## src/rtl/adc_pkg.sv

```systemverilog
package adc_pkg;

   // Sample word and bus widths
   localparam int SAMPLE_W = 10;
   localparam int ADDR_W   = 4;
   localparam int DATA_W   = 32;

   // Encode cycles from sample taken to word on the pins
   localparam int PIPE_LATENCY = 5;
   // Flip-flops in each pin synchroniser
   localparam int SYNC_STAGES  = 2;

   // Register byte offsets
   localparam logic [ADDR_W-1:0] CTRL_OFS   = 4'h0;
   localparam logic [ADDR_W-1:0] STATUS_OFS = 4'h4;
   localparam logic [ADDR_W-1:0] MASK_OFS   = 4'h8;
   localparam logic [ADDR_W-1:0] STATE_OFS  = 4'hC;

   // Control register fields and reset value
   localparam int CTRL_HIZ_BIT = 0;
   localparam logic [0:0] CTRL_RESET = 1'h0;

   // Status and mask layout
   localparam int EVT_W          = 3;
   localparam int EVT_SAMPLE_BIT = 0;
   localparam int EVT_RANGE_BIT  = 1;
   localparam int EVT_POWER_BIT  = 2;
   localparam logic [EVT_W-1:0] MASK_RESET = 3'h0;

   // State register fields
   localparam int ST_POWER_LSB = 0;
   localparam int ST_TWOS_BIT  = 4;
   localparam int ST_STAB_BIT  = 5;
   localparam int ST_WORD_LSB  = 16;
   localparam int ST_FLAG_BIT  = 26;

   // Midpoint bit flipped for two's complement
   localparam logic [SAMPLE_W-1:0] MSB_FLIP = 10'h200;

   // Power and drive state, one-hot
   typedef enum logic [3:0] {
      PWR_DRIVE = 4'h1,
      PWR_HIZ   = 4'h2,
      PWR_NAP   = 4'h4,
      PWR_SLEEP = 4'h8
   } pwr_state_t;

   // One conversion result with its range flag
   typedef struct packed {
      logic                range;
      logic [SAMPLE_W-1:0] code;
   } sample_t;

   // All pin inputs that cross into the clock domain
   typedef struct packed {
      logic                enc_pos;
      logic                enc_neg;
      logic                power_down;
      logic                oe_n;
      logic [1:0]          mode;
      logic                over;
      logic                under;
      logic [SAMPLE_W-1:0] code;
   } pins_t;

endpackage

```

## src/rtl/pin_sync.sv

```systemverilog
`timescale 1ns/10ps
module pin_sync #(
   parameter int WIDTH  = 1,
   parameter int STAGES = adc_pkg::SYNC_STAGES
) (
   // Clock and reset
   input  wire logic             clock,
   input  wire logic             resetn,
   // Asynchronous in, synchronised out
   input  wire logic [WIDTH-1:0] async_in,
   output logic      [WIDTH-1:0] sync_out
);

   logic [WIDTH-1:0] stage_q [STAGES];
   logic [WIDTH-1:0] stage_d [STAGES];

   ////////////////////////////////////////////////////////////////////////
   // Shift chain; only the last stage is read outside
   always_comb begin
      stage_d[0] = async_in;
      for (int i = 1; i < STAGES; i++) begin
         stage_d[i] = stage_q[i-1];
      end
   end

   always_ff @(posedge clock or negedge resetn) begin
      if (!resetn) begin
         for (int i = 0; i < STAGES; i++) begin
            stage_q[i] <= '0;
         end
      end else begin
         stage_q <= stage_d;
      end
   end

   assign sync_out = stage_q[STAGES-1];

endmodule // pin_sync

```

## src/rtl/pipe_delay.sv

```systemverilog
`timescale 1ns/10ps
module pipe_delay #(
   parameter int DEPTH = adc_pkg::PIPE_LATENCY - 1
) (
   // Clock and reset
   input  wire logic            clock,
   input  wire logic            resetn,
   // Stage control
   input  wire logic            advance,
   input  wire logic            clear,
   // Data
   input  adc_pkg::sample_t     din,
   output adc_pkg::sample_t     dout
);

   adc_pkg::sample_t stage_q [DEPTH];
   adc_pkg::sample_t stage_d [DEPTH];

   ////////////////////////////////////////////////////////////////////////
   // One stage per encode cycle; clear empties every stage at once
   genvar g;
   generate
      for (g = 0; g < DEPTH; g++) begin : g_stage
         always_comb begin
            if (clear) begin
               stage_d[g] = '0;
            end else if (advance) begin
               stage_d[g] = (g == 0) ? din : stage_q[(g == 0) ? 0 : g-1];
            end else begin
               stage_d[g] = stage_q[g];
            end
         end

         always_ff @(posedge clock or negedge resetn) begin
            if (!resetn) begin
               stage_q[g] <= '0;
            end else begin
               stage_q[g] <= stage_d[g];
            end
         end
      end
   endgenerate

   assign dout = stage_q[DEPTH-1];

endmodule // pipe_delay

```

## src/rtl/adc_output_interface.sv

```systemverilog
`timescale 1ns/10ps
// Summary of operation
// Sample taken when the positive encode input rises above the negative.
// Power-down low, enable low: convert and drive the output pins.
// Power-down low, enable high: keep converting, outputs high impedance.
// Power-down high, enable low: nap, outputs high impedance.
// Power-down high, enable high: sleep, outputs high impedance.
// Capture logic latches word and flag on the data-valid falling edge.
// Result is a 10-bit word, bit 9 the most significant.
// Range flag is high when the input went over or under range.
// Four-level format pin picks binary format and duty stabilizer.
// Two's complement gives all zeros above and all ones below midpoint; the code flips bit 9, so all zeros at midpoint and all ones one step below.
// A sample's word leaves five encode cycles after it was taken.
// Word, flag and data-valid clock update once per encode cycle.
module adc_output_interface #(
   parameter int LATENCY = adc_pkg::PIPE_LATENCY
) (
   // Clock and reset
   input  wire logic                         clock,
   input  wire logic                         resetn,
   // Avalon-MM slave
   input  wire logic [adc_pkg::ADDR_W-1:0]   address,
   input  wire logic                         read,
   input  wire logic                         write,
   input  wire logic [adc_pkg::DATA_W-1:0]   writedata,
   input  wire logic [3:0]                   byteenable,
   output logic      [adc_pkg::DATA_W-1:0]   readdata,
   output logic                              waitrequest,
   output logic                              irq,
   // Encode and select pins
   input  wire logic                         encode_pos_input,
   input  wire logic                         encode_neg_input,
   input  wire logic                         power_down_select,
   input  wire logic                         output_enable_n,
   input  wire logic [1:0]                   mode_level,
   // Quantiser result from the converter core
   input  wire logic [adc_pkg::SAMPLE_W-1:0] core_code,
   input  wire logic                         core_over,
   input  wire logic                         core_under,
   // Output pins, three-state
   output logic      [adc_pkg::SAMPLE_W-1:0] sample_bits_out,
   output logic      [adc_pkg::SAMPLE_W-1:0] sample_bits_oe,
   output logic                              range_exceeded_flag_out,
   output logic                              range_exceeded_flag_oe,
   output logic                              data_valid_clock_out,
   output logic                              data_valid_clock_oe,
   // Duty-cycle stabilizer enable to the clock path
   output logic                              duty_stabilizer_on
);

   ////////////////////////////////////////////////////////////////////////
   // Pin synchronisers
   adc_pkg::pins_t pins_raw;
   adc_pkg::pins_t pins;

   assign pins_raw = '{enc_pos:    encode_pos_input,
                       enc_neg:    encode_neg_input,
                       power_down: power_down_select,
                       oe_n:       output_enable_n,
                       mode:       mode_level,
                       over:       core_over,
                       under:      core_under,
                       code:       core_code};

   pin_sync #(
      .WIDTH  ($bits(adc_pkg::pins_t)),
      .STAGES (adc_pkg::SYNC_STAGES)
   ) u_sync (
      .clock    (clock),
      .resetn   (resetn),
      .async_in (pins_raw),
      .sync_out (pins)
   );

   ////////////////////////////////////////////////////////////////////////
   // Encode edge detection
   logic enc_high;
   logic enc_prev_q;
   logic enc_prev_d;
   logic enc_rise;

   // Encode is high while the positive input sits above the negative
   assign enc_high = pins.enc_pos & ~pins.enc_neg;
   assign enc_rise = enc_high & ~enc_prev_q;

   always_comb begin
      enc_prev_d = enc_high;
   end

   always_ff @(posedge clock or negedge resetn) begin
      if (!resetn) begin
         enc_prev_q <= 1'b0;
      end else begin
         enc_prev_q <= enc_prev_d;
      end
   end

   ////////////////////////////////////////////////////////////////////////
   // Power and drive state
   adc_pkg::pwr_state_t pwr_q;
   adc_pkg::pwr_state_t pwr_d;
   logic                ctrl_hiz_q;
   logic                ctrl_hiz_d;
   logic                converting;

   // Straps are static; follow them whenever they settle to a new code
   always_comb begin
      case ({pins.power_down, pins.oe_n})
         2'b00:   pwr_d = adc_pkg::PWR_DRIVE;
         2'b01:   pwr_d = adc_pkg::PWR_HIZ;
         2'b10:   pwr_d = adc_pkg::PWR_NAP;
         2'b11:   pwr_d = adc_pkg::PWR_SLEEP;
         default: pwr_d = adc_pkg::PWR_SLEEP;
      endcase
   end

   always_ff @(posedge clock or negedge resetn) begin
      if (!resetn) begin
         pwr_q <= adc_pkg::PWR_SLEEP;
      end else begin
         pwr_q <= pwr_d;
      end
   end

   // Conversion runs in both normal states, stops in nap and sleep
   assign converting = (pwr_q == adc_pkg::PWR_DRIVE) ||
                       (pwr_q == adc_pkg::PWR_HIZ);

   ////////////////////////////////////////////////////////////////////////
   // Format and stabilizer decode
   logic twos_q;
   logic twos_d;
   logic stab_d;

   always_comb begin
      twos_d = pins.mode[1];
      stab_d = pins.mode[1] ^ pins.mode[0];
   end

   always_ff @(posedge clock or negedge resetn) begin
      if (!resetn) begin
         twos_q             <= 1'b0;
         duty_stabilizer_on <= 1'b0;
      end else begin
         twos_q             <= twos_d;
         duty_stabilizer_on <= stab_d;
      end
   end

   ////////////////////////////////////////////////////////////////////////
   // Conversion pipeline: LATENCY stages ahead of the output register,
   // so a sample reaches the pins on the LATENCY-th encode edge after it
   // was taken; one stage fewer would shorten the latency by a cycle
   adc_pkg::sample_t taken;
   adc_pkg::sample_t piped;
   logic             advance;

   assign advance = enc_rise & converting;
   assign taken   = '{range: pins.over | pins.under,
                      code:  pins.code};

   // Sleep loses the pipeline contents, nap only freezes it,
   // so a nap resumes with the words that were still in flight
   pipe_delay #(
      .DEPTH (LATENCY)
   ) u_pipe (
      .clock   (clock),
      .resetn  (resetn),
      .advance (advance),
      .clear   (pwr_q == adc_pkg::PWR_SLEEP),
      .din     (taken),
      .dout    (piped)
   );

   ////////////////////////////////////////////////////////////////////////
   // Output pin registers
   logic [adc_pkg::SAMPLE_W-1:0] bits_d;
   logic                         flag_d;
   logic                         dvc_d;
   logic                         drive_d;

   always_comb begin
      bits_d  = sample_bits_out;
      flag_d  = range_exceeded_flag_out;
      if (advance) begin
         // Word and flag move together on the same edge
         bits_d = twos_q ? (piped.code ^ adc_pkg::MSB_FLIP)
                         : piped.code;
         flag_d = piped.range;
      end
      // Rises with new data, so its falling edge sits mid-word
      dvc_d   = enc_high & converting;
      drive_d = (pwr_q == adc_pkg::PWR_DRIVE) & ~ctrl_hiz_q;
   end

   always_ff @(posedge clock or negedge resetn) begin
      if (!resetn) begin
         sample_bits_out         <= '0;
         range_exceeded_flag_out <= 1'b0;
         data_valid_clock_out    <= 1'b0;
         sample_bits_oe          <= '0;
         range_exceeded_flag_oe  <= 1'b0;
         data_valid_clock_oe     <= 1'b0;
      end else begin
         sample_bits_out         <= bits_d;
         range_exceeded_flag_out <= flag_d;
         data_valid_clock_out    <= dvc_d;
         sample_bits_oe          <= {adc_pkg::SAMPLE_W{drive_d}};
         range_exceeded_flag_oe  <= drive_d;
         data_valid_clock_oe     <= drive_d;
      end
   end

   ////////////////////////////////////////////////////////////////////////
   // Avalon-MM slave: one wait cycle, then the answer
   logic                       wait_q;
   logic                       wait_d;
   logic [adc_pkg::DATA_W-1:0] rdata_d;
   logic [adc_pkg::EVT_W-1:0]  status_q;
   logic [adc_pkg::EVT_W-1:0]  status_d;
   logic [adc_pkg::EVT_W-1:0]  mask_q;
   logic [adc_pkg::EVT_W-1:0]  mask_d;
   logic [adc_pkg::EVT_W-1:0]  events;
   logic                       accept;
   logic                       wr_lo;

   assign accept = (read | write) & ~wait_q;
   assign wr_lo  = write & accept & byteenable[0];

   // Events seen at the pins this cycle
   always_comb begin
      events = '0;
      events[adc_pkg::EVT_SAMPLE_BIT] = advance;
      events[adc_pkg::EVT_RANGE_BIT]  = advance & piped.range;
      events[adc_pkg::EVT_POWER_BIT]  = (pwr_d != pwr_q);
   end

   always_comb begin
      wait_d     = ~((read | write) & wait_q);
      ctrl_hiz_d = ctrl_hiz_q;
      mask_d     = mask_q;
      status_d   = status_q;
      rdata_d    = readdata;
      if (wr_lo && address == adc_pkg::CTRL_OFS) begin
         ctrl_hiz_d = writedata[adc_pkg::CTRL_HIZ_BIT];
      end
      if (wr_lo && address == adc_pkg::MASK_OFS) begin
         mask_d = writedata[adc_pkg::EVT_W-1:0];
      end
      // Read clears, but an event in the same cycle still lands
      if (read && accept && address == adc_pkg::STATUS_OFS) begin
         status_d = '0;
      end
      status_d = status_d | events;
      // Data prepared while waitrequest is still high
      if (read && wait_q) begin
         rdata_d = '0;
         case (address)
            adc_pkg::CTRL_OFS: begin
               rdata_d[adc_pkg::CTRL_HIZ_BIT] = ctrl_hiz_q;
            end
            adc_pkg::STATUS_OFS: begin
               rdata_d[adc_pkg::EVT_W-1:0] = status_q | events;
            end
            adc_pkg::MASK_OFS: begin
               rdata_d[adc_pkg::EVT_W-1:0] = mask_q;
            end
            adc_pkg::STATE_OFS: begin
               rdata_d[adc_pkg::ST_POWER_LSB +: 4] = pwr_q;
               rdata_d[adc_pkg::ST_TWOS_BIT]       = twos_q;
               rdata_d[adc_pkg::ST_STAB_BIT]       = duty_stabilizer_on;
               rdata_d[adc_pkg::ST_WORD_LSB +: adc_pkg::SAMPLE_W] =
                  sample_bits_out;
               rdata_d[adc_pkg::ST_FLAG_BIT]       = range_exceeded_flag_out;
            end
            default: rdata_d = '0;
         endcase
      end
   end

   always_ff @(posedge clock or negedge resetn) begin
      if (!resetn) begin
         wait_q     <= 1'b1;
         ctrl_hiz_q <= adc_pkg::CTRL_RESET;
         mask_q     <= adc_pkg::MASK_RESET;
         status_q   <= '0;
         readdata   <= '0;
         irq        <= 1'b0;
      end else begin
         wait_q     <= wait_d;
         ctrl_hiz_q <= ctrl_hiz_d;
         mask_q     <= mask_d;
         status_q   <= status_d;
         readdata   <= rdata_d;
         irq        <= |(status_d & mask_d);
      end
   end

   assign waitrequest = wait_q;

endmodule // adc_output_interface

```

## config.mk

```make
export PLATFORM = sky130hd
export DESIGN_NAME = adc_output_interface
export DESIGN_NICKNAME = d
export VERILOG_FILES = /design/src/rtl/adc_pkg.sv /design/src/rtl/pin_sync.sv /design/src/rtl/pipe_delay.sv /design/src/rtl/adc_output_interface.sv
export SDC_FILE = /design/constraint.sdc
export NUM_CORES = 1
export LEC_CHECK = 0
export BUFFER_PORTS_ARGS = -buffer_cell sky130_fd_sc_hd__buf_4
export CORE_ASPECT_RATIO = 1.25
export CORE_MARGIN = 1.5
export CORE_UTILIZATION = 56
export CTS_BUF_LIST = sky130_fd_sc_hd__clkbuf_8
export DETAILED_ROUTE_END_ITERATION = 6
export PLACE_DENSITY_LB_ADDON = 0.1
export SLEW_MARGIN = 20
export SYNTH_ARGS = -nofsm -noshare
export SYNTH_HDL_FRONTEND = slang
export SYNTH_SLANG_ARGS = --single-unit
```

## constraint.sdc

```tcl
create_clock -name clock -period 3 [get_ports clock]
set_clock_uncertainty 0.2 [all_clocks]
set_input_delay 0.15 -clock clock [delete_from_list [all_inputs] [get_ports clock]]
set_output_delay 0.15 -clock clock [all_outputs]
set_load 0.005 [all_outputs]
```

==> metrics.md, run 1 <==
| Metric | Value |
|---|---|
| Status | `finished clean` |
| Largest net degree at the start of global routing | `74` |
| Max-slew violation count | `0` |
| CTS Sinks | `137` |
| Worst Path Arrival | `around 2900 ps` |
| Commonest cells in the netlist | `nand2_1 (143), dfrtp_1 (135), a21oi_1 (30)` |
| Synthesized area | `about 5300 um2` |
| Flop-to-flop setup slack | `~280 ps` |
| GR Util met2 | `31.6%` |
| First-pass GRT wire length | `approximately 15000 um` |
| Die width | `around 90 um` |
| Max Fanout on Critical Path | `21` |
| Post-synth EDFFs | `0` |
| CTS Buf Count | `17` |
| Worst min path class | `in2reg` |
| Final net count | `630` |
| Port Buffer Count | `between 70 and 80` |
| Synth area leader | `dfrtp_1` |
| Sequential share of the synthesized area | `about 65%` |
| Area of the multi-input gates | `1570 um2` |
| Routed length per instance | `around 12 um` |
| Most common cell in the synthesized netlist | `nand2_1` |
| Synth Register Bits | `137` |
| Fillers | `678` |
| Gp weighted congestion | `~0.78` |
| M3 GR Usage | `roughly 4.3%` |
| Worst-case clock buffer depth | `2` |
| CTS root buffer | `clkbuf_8` |
| Worst-path clk slew | `about 70 ps` |
| Final wirelength | `slightly below 9000 um` |
| Grt total ovfl | `0` |
| Slew @ Worst Pin | `around 770 ps` |
| Max-cap violations | `0` |
| GR Util All Layers | `19.0%` |
| Unrepaired setup endpoints after global routing | `no` |
| CTS tree | `built` |
| Min-delay src | `address[2]` |
| Fin. Hold Viols | `0` |
| Mean Syn Cell Area | `11.1 um2` |
| Final number of setup-violating endpoints | `0` |
| Synth top area share | `approximately 64%` |
| Layout cells sized above 1 | `between 20% and 30%` |
| Total power | `0.00378 W` |
| Area grow syn2layout | `24.0%` |
| Reg2reg end | `readdata[0]$_DFFE_PN0P_` |
| Setup crit start kind | `flip-flop` |
| Top cells by area, synth | `dfrtp_1 (64%), nand2_1 (10%), nand3_2 (3.8%)` |
| Initial core utilization | `slightly below 60%` |
| Fraction of registers with async set/reset | `between 90% and 100%` |
| Antenna violations before repair | `0` |
| Worst Hold End | `readdata[2]$_DFFE_PN0P_` |
| Rows | `39` |
| VDD IR max | `0.453 mV` |
| Crit share post-route | `between 90% and 100%` |
| Iteration-0 DRC Markers | `177` |
| WP data required | `~3200 ps` |
| Diodes inserted | `0` |
| Hold Path Stages | `5` |
| CORE AREA | `about 9100 um2` |
| P_leak | `3.26 nW` |
| Ports | `between 100 and 150` |
| Die H | `around 110 um` |
| Main synth FF type | `dfrtp_1` |
| Pre-Repair DR Iteration Count | `4` |
| Post-route ant nets | `0` |
| Warnings from Yosys | `0` |
| Global Route met1 Usage | `a little under a quarter` |
| Drc violations | `0` |
| PwrDens | `579 nW/um2` |
| Mapped Cells | `roughly 470` |
| Fin crit period | `around 2700 ps` |
| Via count | `between 3000 and 4000` |
| Post-DR vias/cell | `about 5` |
| Crit path kind | `reg2reg` |
| Reg2Reg Depth | `5` |
| Reg-to-Reg Start | `waitrequest$_DFF_PN1_` |
| Detail Placement HPWL | `5070 um` |
| Max Fclk | `368 MHz` |
| Vias in the first global route | `approximately 3400` |
| Register area | `~3400 um2` |
| Clock insertion delay at the later pin of the skew report | `about 430 ps` |
| Overall die area | `10000 um2` |
| Distinct cells, synth | `41` |
| Slew headroom | `about half` |
| Gr busiest metal | `met2` |
| Setup TNS | `0 ps` |
| CP endpoint kind | `flip-flop` |
| H-tree depth reported by CTS | `4` |
==> power by group <==
part	total [W]	internal [W]	switching [W]	leakage, nW
registers	0.00200	0.00194	0.0000568	1.79
logic	0.000287	0.000143	0.000144	1.25
clock network	0.00150	0.000835	0.000665	0.213
total	0.00378	0.00292	0.000865	3.26
==> through the flow <==
stage	std cells	cell area, um2	hold WS (ps)	utilization (%)	setup slack [ps]
finish	704	6540	52.4	71.6	284
floorplan	487	5330	-346	-	924
CTS	704	6540	16.5	71.6	102
global placement	638	5790	3.67	63.4	597
detailed placement	638	5790	13.2	63.4	557
global route	704	6540	105	71.6	188
==> worst max-delay path by stage <==
stage / slack, ps / endpoint / from
finish: 280 / readdata[0]$_DFFE_PN0P_ / waitrequest$_DFF_PN1_
global placement: 600 / u_pipe.stage_q[54]$_DFFE_PN0P_ / pwr_q[2]$_DFF_PN0_
detailed placement: 560 / u_pipe.stage_q[54]$_DFFE_PN0P_ / pwr_q[2]$_DFF_PN0_
CTS: 100 / readdata[0]$_DFFE_PN0P_ / waitrequest$_DFF_PN1_
global route: 190 / readdata[0]$_DFFE_PN0P_ / waitrequest$_DFF_PN1_
floorplan: 920 / u_pipe.dout[0]$_DFFE_PN0P_ / pwr_q[2]$_DFF_PN0_
==> cells by family after synthesis <==
| logic type | share of synthesized area (%) |
|---|---|
| simple gates | 19.6 |
| flops | 65.1 |
| compound gates | 7.31 |
| buf+inv | 6.52 |
| mux | 0.973 |
| xor+xnor | 0.498 |
| other cells | 0.0711 |
==> area by class of cell <==
cell class | count | area share [%]
clock buffers | 18 | 3.79
clock inverters | 14 | 2.41
inverters | 5 | 0.287
multi-input cells | 294 | 24.0
flip-flops and latches | 137 | 52.5
well taps | 123 | 2.35
repair buffers | 113 | 14.7
==> what timing repair did <==
| action | in CTS | in global routing |
|---|---|---|
| gates resized for setup | 0 | 1 |
| buffers inserted | 0 | 0 |
| hold buffers | 34 | 0 |
| hold endpoints to repair | 100 | 0 |
| endpoints found under the setup margin | 0 | 1 |
==> state kept, by name, indices dropped and copies added (netlist names), 4 cells and up <==
signal / flops
pwr_q: 4
u_sync.stage_d: 18
u_pipe.dout: 11
sample_bits_out: 10
readdata: 17
u_sync.sync_out: 18
u_pipe.stage_q: 44
==> cell usage in the layout, fill, tap and decap left out, drive strengths merged, types with 2 or more instances in the layout <==
master / synthesis / layout
nand2: 143 / 143
dfrtp: 135 / 135
buf: 38 / 79
dlygate4sd3: 0 / 34
nand3: 32 / 32
a21oi: 30 / 30
clkbuf: 13 / 18
conb: 1 / 15
a22o: 14 / 14
inv: 5 / 9
o21ai: 7 / 7
nor3: 7 / 7
nor2: 5 / 5
nor2b: 5 / 5
clkinv: 0 / 5
mux2i: 4 / 4
a22oi: 3 / 3
nor3b: 3 / 3
bufinv: 0 / 3
or3: 3 / 3
nor4b: 2 / 2
xnor2: 2 / 2
a21boi: 2 / 2
or2: 2 / 2
and3b: 2 / 2
clkinvlp: 0 / 2
dfstp: 2 / 2
==> per-layer routing <==
metal | vias up | part of all wire, % | wire length, um
li1 | 1707 | - | -
met1 | 1683 | 45 | 3960
met2 | 72 | 50 | 4360
met3 | 11 | 3.8 | 333
met4 | 0 | 1.2 | 109
met5 | - | 0 | 0
==> critical path, stage by stage, from the launching register on <==
cell and delay (ps):
dfstp_2 610, nand2_2 260, o31a_1 330, dlygate4sd3_1 550, a21oi_1 120, dlygate4sd3_1 580
Note: power is estimated with default switching activity, not from simulation.
==> inputs of run 2 (changes only) <==
--- a/config.mk
+++ b/config.mk
@@ -6,13 +6,15 @@
 export NUM_CORES = 1
 export LEC_CHECK = 0
 export BUFFER_PORTS_ARGS = -buffer_cell sky130_fd_sc_hd__buf_4
+export CELL_PAD_IN_SITES_DETAIL_PLACEMENT = 1
+export CELL_PAD_IN_SITES_GLOBAL_PLACEMENT = 1
 export CORE_ASPECT_RATIO = 1.25
 export CORE_MARGIN = 1.5
-export CORE_UTILIZATION = 56
+export CORE_UTILIZATION = 43
 export CTS_BUF_LIST = sky130_fd_sc_hd__clkbuf_8
 export DETAILED_ROUTE_END_ITERATION = 6
 export PLACE_DENSITY_LB_ADDON = 0.1
-export SLEW_MARGIN = 20
+export SLEW_MARGIN = 5
 export SYNTH_ARGS = -nofsm -noshare
 export SYNTH_HDL_FRONTEND = slang
 export SYNTH_SLANG_ARGS = --single-unit
==> run 2 against run 1 <==
Global-route usage fell by 1.8 points. Die area rose by 29%. Highest routed layer unchanged. Routed wire length rose by 14%. Utilization fell by 17 points. Largest power group unchanged. Via count rose by 1.8%. Non-clock buffer count did not move.
==> metrics.md, run 2 (same netlist as run 1, synthesis figures left out) <==
| Metric | Value |
|---|---|
| Worst min path class | `in2reg` |
| Max-slew violation count | `0` |
| Final number of setup-violating endpoints | `0` |
| Total power | `around 0.0037 W` |
| Gp weighted congestion | `just under 0.8` |
| CORE AREA | `roughly 12000 um2` |
| Drc violations | `0` |
| Worst Path Arrival | `roughly 2900 ps` |
| P_leak | `between 3 and 4 nW` |
| CP endpoint kind | `flip-flop` |
| Critical Path Max Stage Delay | `610 ps` |
| Final net count | `630` |
| Area grow syn2layout | `23.9%` |
| Final setup margin | `around 310 ps` |
| Fin crit period | `around 2700 ps` |
| Grt total ovfl | `0` |
| Vias in the first global route | `about 3800` |
| Flop-to-flop setup slack | `roughly 310 ps` |
| Final Non-Filler Cells | `~750` |
| Port Buffer Count | `73` |
| CTS Sinks | `137` |
| Pre-CTS setup slack | `544 ps` |
| Slowest cell on the critical path | `dfstp_2` |
| Slew @ Worst Pin | `793 ps` |
| Die width | `102 um` |
| Layout cells sized above 1 | `roughly a quarter` |
| Commonest non-fill, non-tap cell in the layout | `nand2_1` |
| Max Fclk | `around 370 MHz` |
| Die H | `127 um` |
| Max-cap violations | `0` |
| Worst-path clk slew | `about 70 ps` |
| CP Buf/Inv Count | `2` |
| Overall die area | `approximately 13000 um2` |
| Initial core utilization | `approximately 44%` |
| Clock insertion delay at the later pin of the skew report | `430 ps` |
| Min Hold Slack | `roughly 35 ps` |
| Max Fanout on Critical Path | `21` |
| Worst-path cell chain | `nand2_2 -> o31a_1 -> dlygate4sd3_1 -> a21oi_1 -> dlygate4sd3_1` |
| Post-route ant nets | `0` |
| Unrepaired setup endpoints after global routing | `no` |
| Top reg by flops | `u_pipe.stage_q` |
| Fillers | `1338` |
| Ports | `~120` |
| Status | `finished clean` |
| Largest net degree at the start of global routing | `slightly above 70` |
| GR Util All Layers | `17.2%` |
| Fin. Hold Viols | `0` |
| PwrDens | `560 nW/um2` |
| H-tree depth reported by CTS | `4` |
| Commonest non-fill, non-tap cells in the layout | `nand2_1 (142), dfrtp_1 (135), buf_4 (79)` |
| Antenna violations before repair | `0` |
| Rows | `45` |
| Crit share post-route | `~90%` |
| First-pass GRT wire length | `~17000 um` |
| Max reg flops | `44` |
| Via count | `approximately 3500` |
| Detail Placement HPWL | `between 5000 and 6000 um` |
| Final wirelength | `~10000 um` |
| Pre-Repair DR Iteration Count | `4` |
| Post-DR vias/cell | `about 4.7` |
| WP data required | `roughly 3200 ps` |
| CTS root buffer | `clkbuf_8` |
| VDD IR max | `0.306 mV` |
| Setup TNS | `0 ps` |
| Routed length per instance | `13.4 um` |
| Diodes inserted | `0` |
| Cell family contributing the most delay on the critical path | `buffers and inverters` |
| Iteration-0 DRC Markers | `roughly 130` |
| Setup crit start kind | `flip-flop` |
| CP dominant cell by count | `dlygate4sd3_1` |
| Crit path kind | `reg2reg` |
| CTS tree | `built` |
| Dpl cells | `681` |
| Slew headroom | `a little under half` |
| Worst-case clock buffer depth | `2` |
| CTS Buf Count | `17` |
[run 2: cell types whose count changed in the layout (fill, tap and decap cells not counted), sizes merged]
| cell | delta |
|---|---|
| buf | +2 |
| bufinv | -2 |
| clkbuf | +1 |
| clkinvlp | +1 |
| dlygate4sd3 | -2 |
[run 2: path summary, 6_finish.rpt]
path,from,end,depth (start not counted)
worst max register to register,waitrequest$_DFF_PN1_,readdata[0]$_DFFE_PN0P_,5
worst max-delay path,waitrequest$_DFF_PN1_,readdata[0]$_DFFE_PN0P_,5
min in group asynchronous,resetn,mask_q[0]$_DFF_PN0_,2
worst min register to register,u_sync.stage_d[0]$_DFF_PN0_,u_sync.sync_out[0]$_DFF_PN0_,0
worst min-delay path,address[1],status_q[2]$_DFF_PN0_,5
max in group asynchronous,resetn,waitrequest$_DFF_PN1_,3
[run 2: final cells by class]
| type | count | area [um2] | share of cell area, % |
|---|---|---|---|
| Clock buffer | 19 | 262 | 4.00 |
| Timing Repair Buffer | 113 | 945 | 14.5 |
| Sequential cell | 137 | 3430 | 52.5 |
| Clock inverter | 13 | 109 | 1.67 |
| Tap cell | 164 | 205 | 3.14 |
| Multi-Input combinational cell | 294 | 1570 | 24.0 |
| Inverter | 5 | 18.8 | 0.287 |
[run 2: per-stage QoR]
stage	instance area [um2]	util (%)
floorplan	5330	-
global placement	5840	48.5
detailed placement	5840	48.5
CTS	6530	54.2
global route	6540	54.2
finish	6540	54.2
[run 2: tightest hold or removal path, cell delays in order]
cell and delay (ps):
buf_4 100, nor4b_1 90, nand2_1 110, a22oi_1 110, inv_1 60
[run 2: metal layers]
layer,part of all wire [%],GRT usage [%]
met2,50,29.1
met4,1.3,6.12
met5,0,0
met3,3.3,4.46
met1,45,21.2
[run 2: repair_timing]
action | CTS | global route
setup buffers | 0 | 0
endpoints found under the setup margin | 0 | 1
hold buffers | 32 | 0
endpoints found under the hold margin | 93 | 0
resized for setup | 0 | 1
[run 2: report_power, final]
part | leakage (nW) | switching (W) | internal [W]
Sequential | 1.79 | 0.0000556 | 0.00194
Combinational | 1.25 | 0.000148 | 0.000141
Clock | 0.192 | 0.000681 | 0.000692
Total | 3.23 | 0.000885 | 0.00277
==> inputs of run 3 (changes only) <==
--- a/config.mk
+++ b/config.mk
@@ -10,9 +10,10 @@
 export CELL_PAD_IN_SITES_GLOBAL_PLACEMENT = 1
 export CORE_ASPECT_RATIO = 1.25
 export CORE_MARGIN = 1.5
-export CORE_UTILIZATION = 43
+export CORE_UTILIZATION = 36
 export CTS_BUF_LIST = sky130_fd_sc_hd__clkbuf_8
 export DETAILED_ROUTE_END_ITERATION = 6
+export GPL_TIMING_DRIVEN = 0
 export PLACE_DENSITY_LB_ADDON = 0.1
 export SLEW_MARGIN = 5
 export SYNTH_ARGS = -nofsm -noshare
==> run 3 against run 2 <==
Maximum frequency down 3.9%. Global-route usage down 2.3 points. Via count grew 3.2%. Register-to-register slack worse by 110 ps. Non-clock buffer count is 45 higher. Count of clock-buffer cells in the layout grew 1. Design area grew 5.6%. Routed wire length rose by 7.5%. Sequential power about the same. First-iteration DRC count down 22%.
==> metrics.md, run 3 (same netlist as run 1, synthesis figures left out) <==
| Metric | Value |
|---|---|
| Fillers | `roughly 1600` |
| CORE AREA | `14300 um2` |
| Vias in the first global route | `around 3700` |
| Min Hold Slack | `45.7 ps` |
| Unrepaired setup endpoints after global routing | `no` |
| Via count | `3648` |
| Worst min path class | `in2async` |
| Rows | `49` |
| CTS Buf Count | `17` |
| Final net count | `a little under 700` |
| Gp weighted congestion | `0.777` |
| Final number of setup-violating endpoints | `0` |
| Setup TNS | `0 ps` |
| Reg2reg end | `readdata[0]$_DFFE_PN0P_` |
| CP endpoint kind | `flip-flop` |
| Largest net degree at the start of global routing | `83` |
| Max reg flops | `44` |
| Routed length per instance | `13.4 um` |
| Drc violations | `0` |
| Pre-CTS setup slack | `between 500 and 600 ps` |
| GR Util All Layers | `between 10% and 20%` |
| Pre-Repair DR Iteration Count | `4` |
| Initial core utilization | `a little under two fifths` |
| Crit share post-route | `a little over 90%` |
| Worst-case clock buffer depth | `2` |
| Port Buffer Count | `72` |
| Max-slew violation count | `0` |
| Fin crit period | `between 2000 and 3000 ps` |
| Area grow syn2layout | `30.9%` |
| Diodes inserted | `0` |
| Post-DR vias/cell | `4.54` |
| Top reg by flops | `u_pipe.stage_q` |
| Antenna violations before repair | `0` |
| Max Fanout on Critical Path | `10` |
| Max Fclk | `357 MHz` |
| Die H | `138 um` |
| Commonest non-fill, non-tap cell in the layout | `nand2_1` |
| Setup crit start kind | `flip-flop` |
| Worst-path clk slew | `approximately 70 ps` |
| First-pass GRT wire length | `between 15000 and 20000 um` |
| P_leak | `between 3 and 4 nW` |
| Overall die area | `between 15000 and 20000 um2` |
| Commonest non-fill, non-tap cells in the layout | `nand2_1 (143), dfrtp_1 (135), buf_4 (97)` |
| Ports | `roughly 120` |
| CTS Sinks | `137` |
| Status | `finished clean` |
| CTS root buffer | `clkbuf_8` |
| Layout cells sized above 1 | `approximately 27%` |
| Worst Path Arrival | `around 3000 ps` |
| Slew headroom | `approximately half` |
| PwrDens | `574 nW/um2` |
| Grt total ovfl | `0` |
| Fin. Hold Viols | `0` |
| Design Area, Final | `~6900 um2` |
| VDD IR max | `0.329 mV` |
| Post-DP Area | `6120 um2` |
| Post-route ant nets | `0` |
| Flop-to-flop setup slack | `a little over 200 ps` |
| CTS tree | `built` |
| Final wirelength | `10800 um` |
| Die width | `about 110 um` |
| Area of the multi-input gates | `~1600 um2` |
| Crit path kind | `reg2reg` |
| Iteration-0 DRC Markers | `about 100` |
| Clock insertion delay at the later pin of the skew report | `between 400 and 500 ps` |
| Total power | `approximately 0.0040 W` |
| Slew @ Worst Pin | `717 ps` |
| Detail Placement HPWL | `approximately 7300 um` |
| Reg-to-Reg Start | `pwr_q[2]$_DFF_PN0_` |
| Max-cap violations | `0` |
| Final setup margin | `202 ps` |
| WP data required | `between 3000 and 4000 ps` |
| Reg2Reg Depth | `6` |
| Register area | `approximately 3400 um2` |
| H-tree depth reported by CTS | `4` |
## run 3: cell count changes in the layout (fill, tap and decap cells not counted), sizes merged
cell / before / now
clkinvlp: 3 / 2
dlygate4sd3: 32 / 34
buf: 81 / 111
inv: 9 / 6
clkbuf: 19 / 33
bufinv: 1 / 4
## run 3: how the worst max path moves through the flow
stage | start | end | depth (start not counted)
detailed placement | pwr_q[2]$_DFF_PN0_ | range_exceeded_flag_out$_DFFE_PN0P_ | 6
global route | pwr_q[2]$_DFF_PN0_ | readdata[0]$_DFFE_PN0P_ | 6
global placement | pwr_q[2]$_DFF_PN0_ | u_pipe.stage_q[51]$_DFFE_PN0P_ | 6
CTS | pwr_q[2]$_DFF_PN0_ | readdata[0]$_DFFE_PN0P_ | 6
finish | pwr_q[2]$_DFF_PN0_ | readdata[0]$_DFFE_PN0P_ | 6
floorplan | pwr_q[2]$_DFF_PN0_ | u_pipe.dout[0]$_DFFE_PN0P_ | 7
## run 3: final cells by class
type                       instances  share of cell area (%)
multi-input combinational        294                    22.5
timing repair buffer             107                    13.2
clock buffer                      20                    3.99
clock inverter                    12                    2.45
inverter                           5                   0.272
sequential                       137                    49.7
buffer                            51                    4.71
tap                              178                    3.23
## run 3: what timing repair did
item                                   in CTS  in global routing
setup buffers                               0                  0
resized for setup                           0                  0
endpoints found under the hold margin     163                  0
hold buffers                               34                  0
## run 3: layer usage
metal | part of all wire [%] | vias to the layer above | global-route usage, %
li1 | - | 1801 | -
met2 | 50 | 81 | 24.7
met5 | 0 | - | 0
met1 | 44 | 1747 | 18.1
met4 | 2.4 | 0 | 7.06
met3 | 4.0 | 19 | 3.95
## run 3: critical path: stages (launching register included)
cell           delay, ps
dfrtp_1              450
or4b_4               520
nor3_2               390
buf_2                300
o21ai_0              120
a21oi_1              180
dlygate4sd3_1        560
## run 3: power breakdown
group          switching, W  internal (W)  total [W]
Clock              0.000680      0.000967    0.00165
Sequential        0.0000559       0.00194    0.00200
Combinational      0.000155      0.000166   0.000321
## run 3: metrics by stage
stage	util, %	instances
2_1_floorplan	-	487
3_3_place_gp	42.4	737
4_1_cts	48.1	804
3_5_place_dp	42.7	738
5_1_grt	48.1	804
6_report	48.1	804
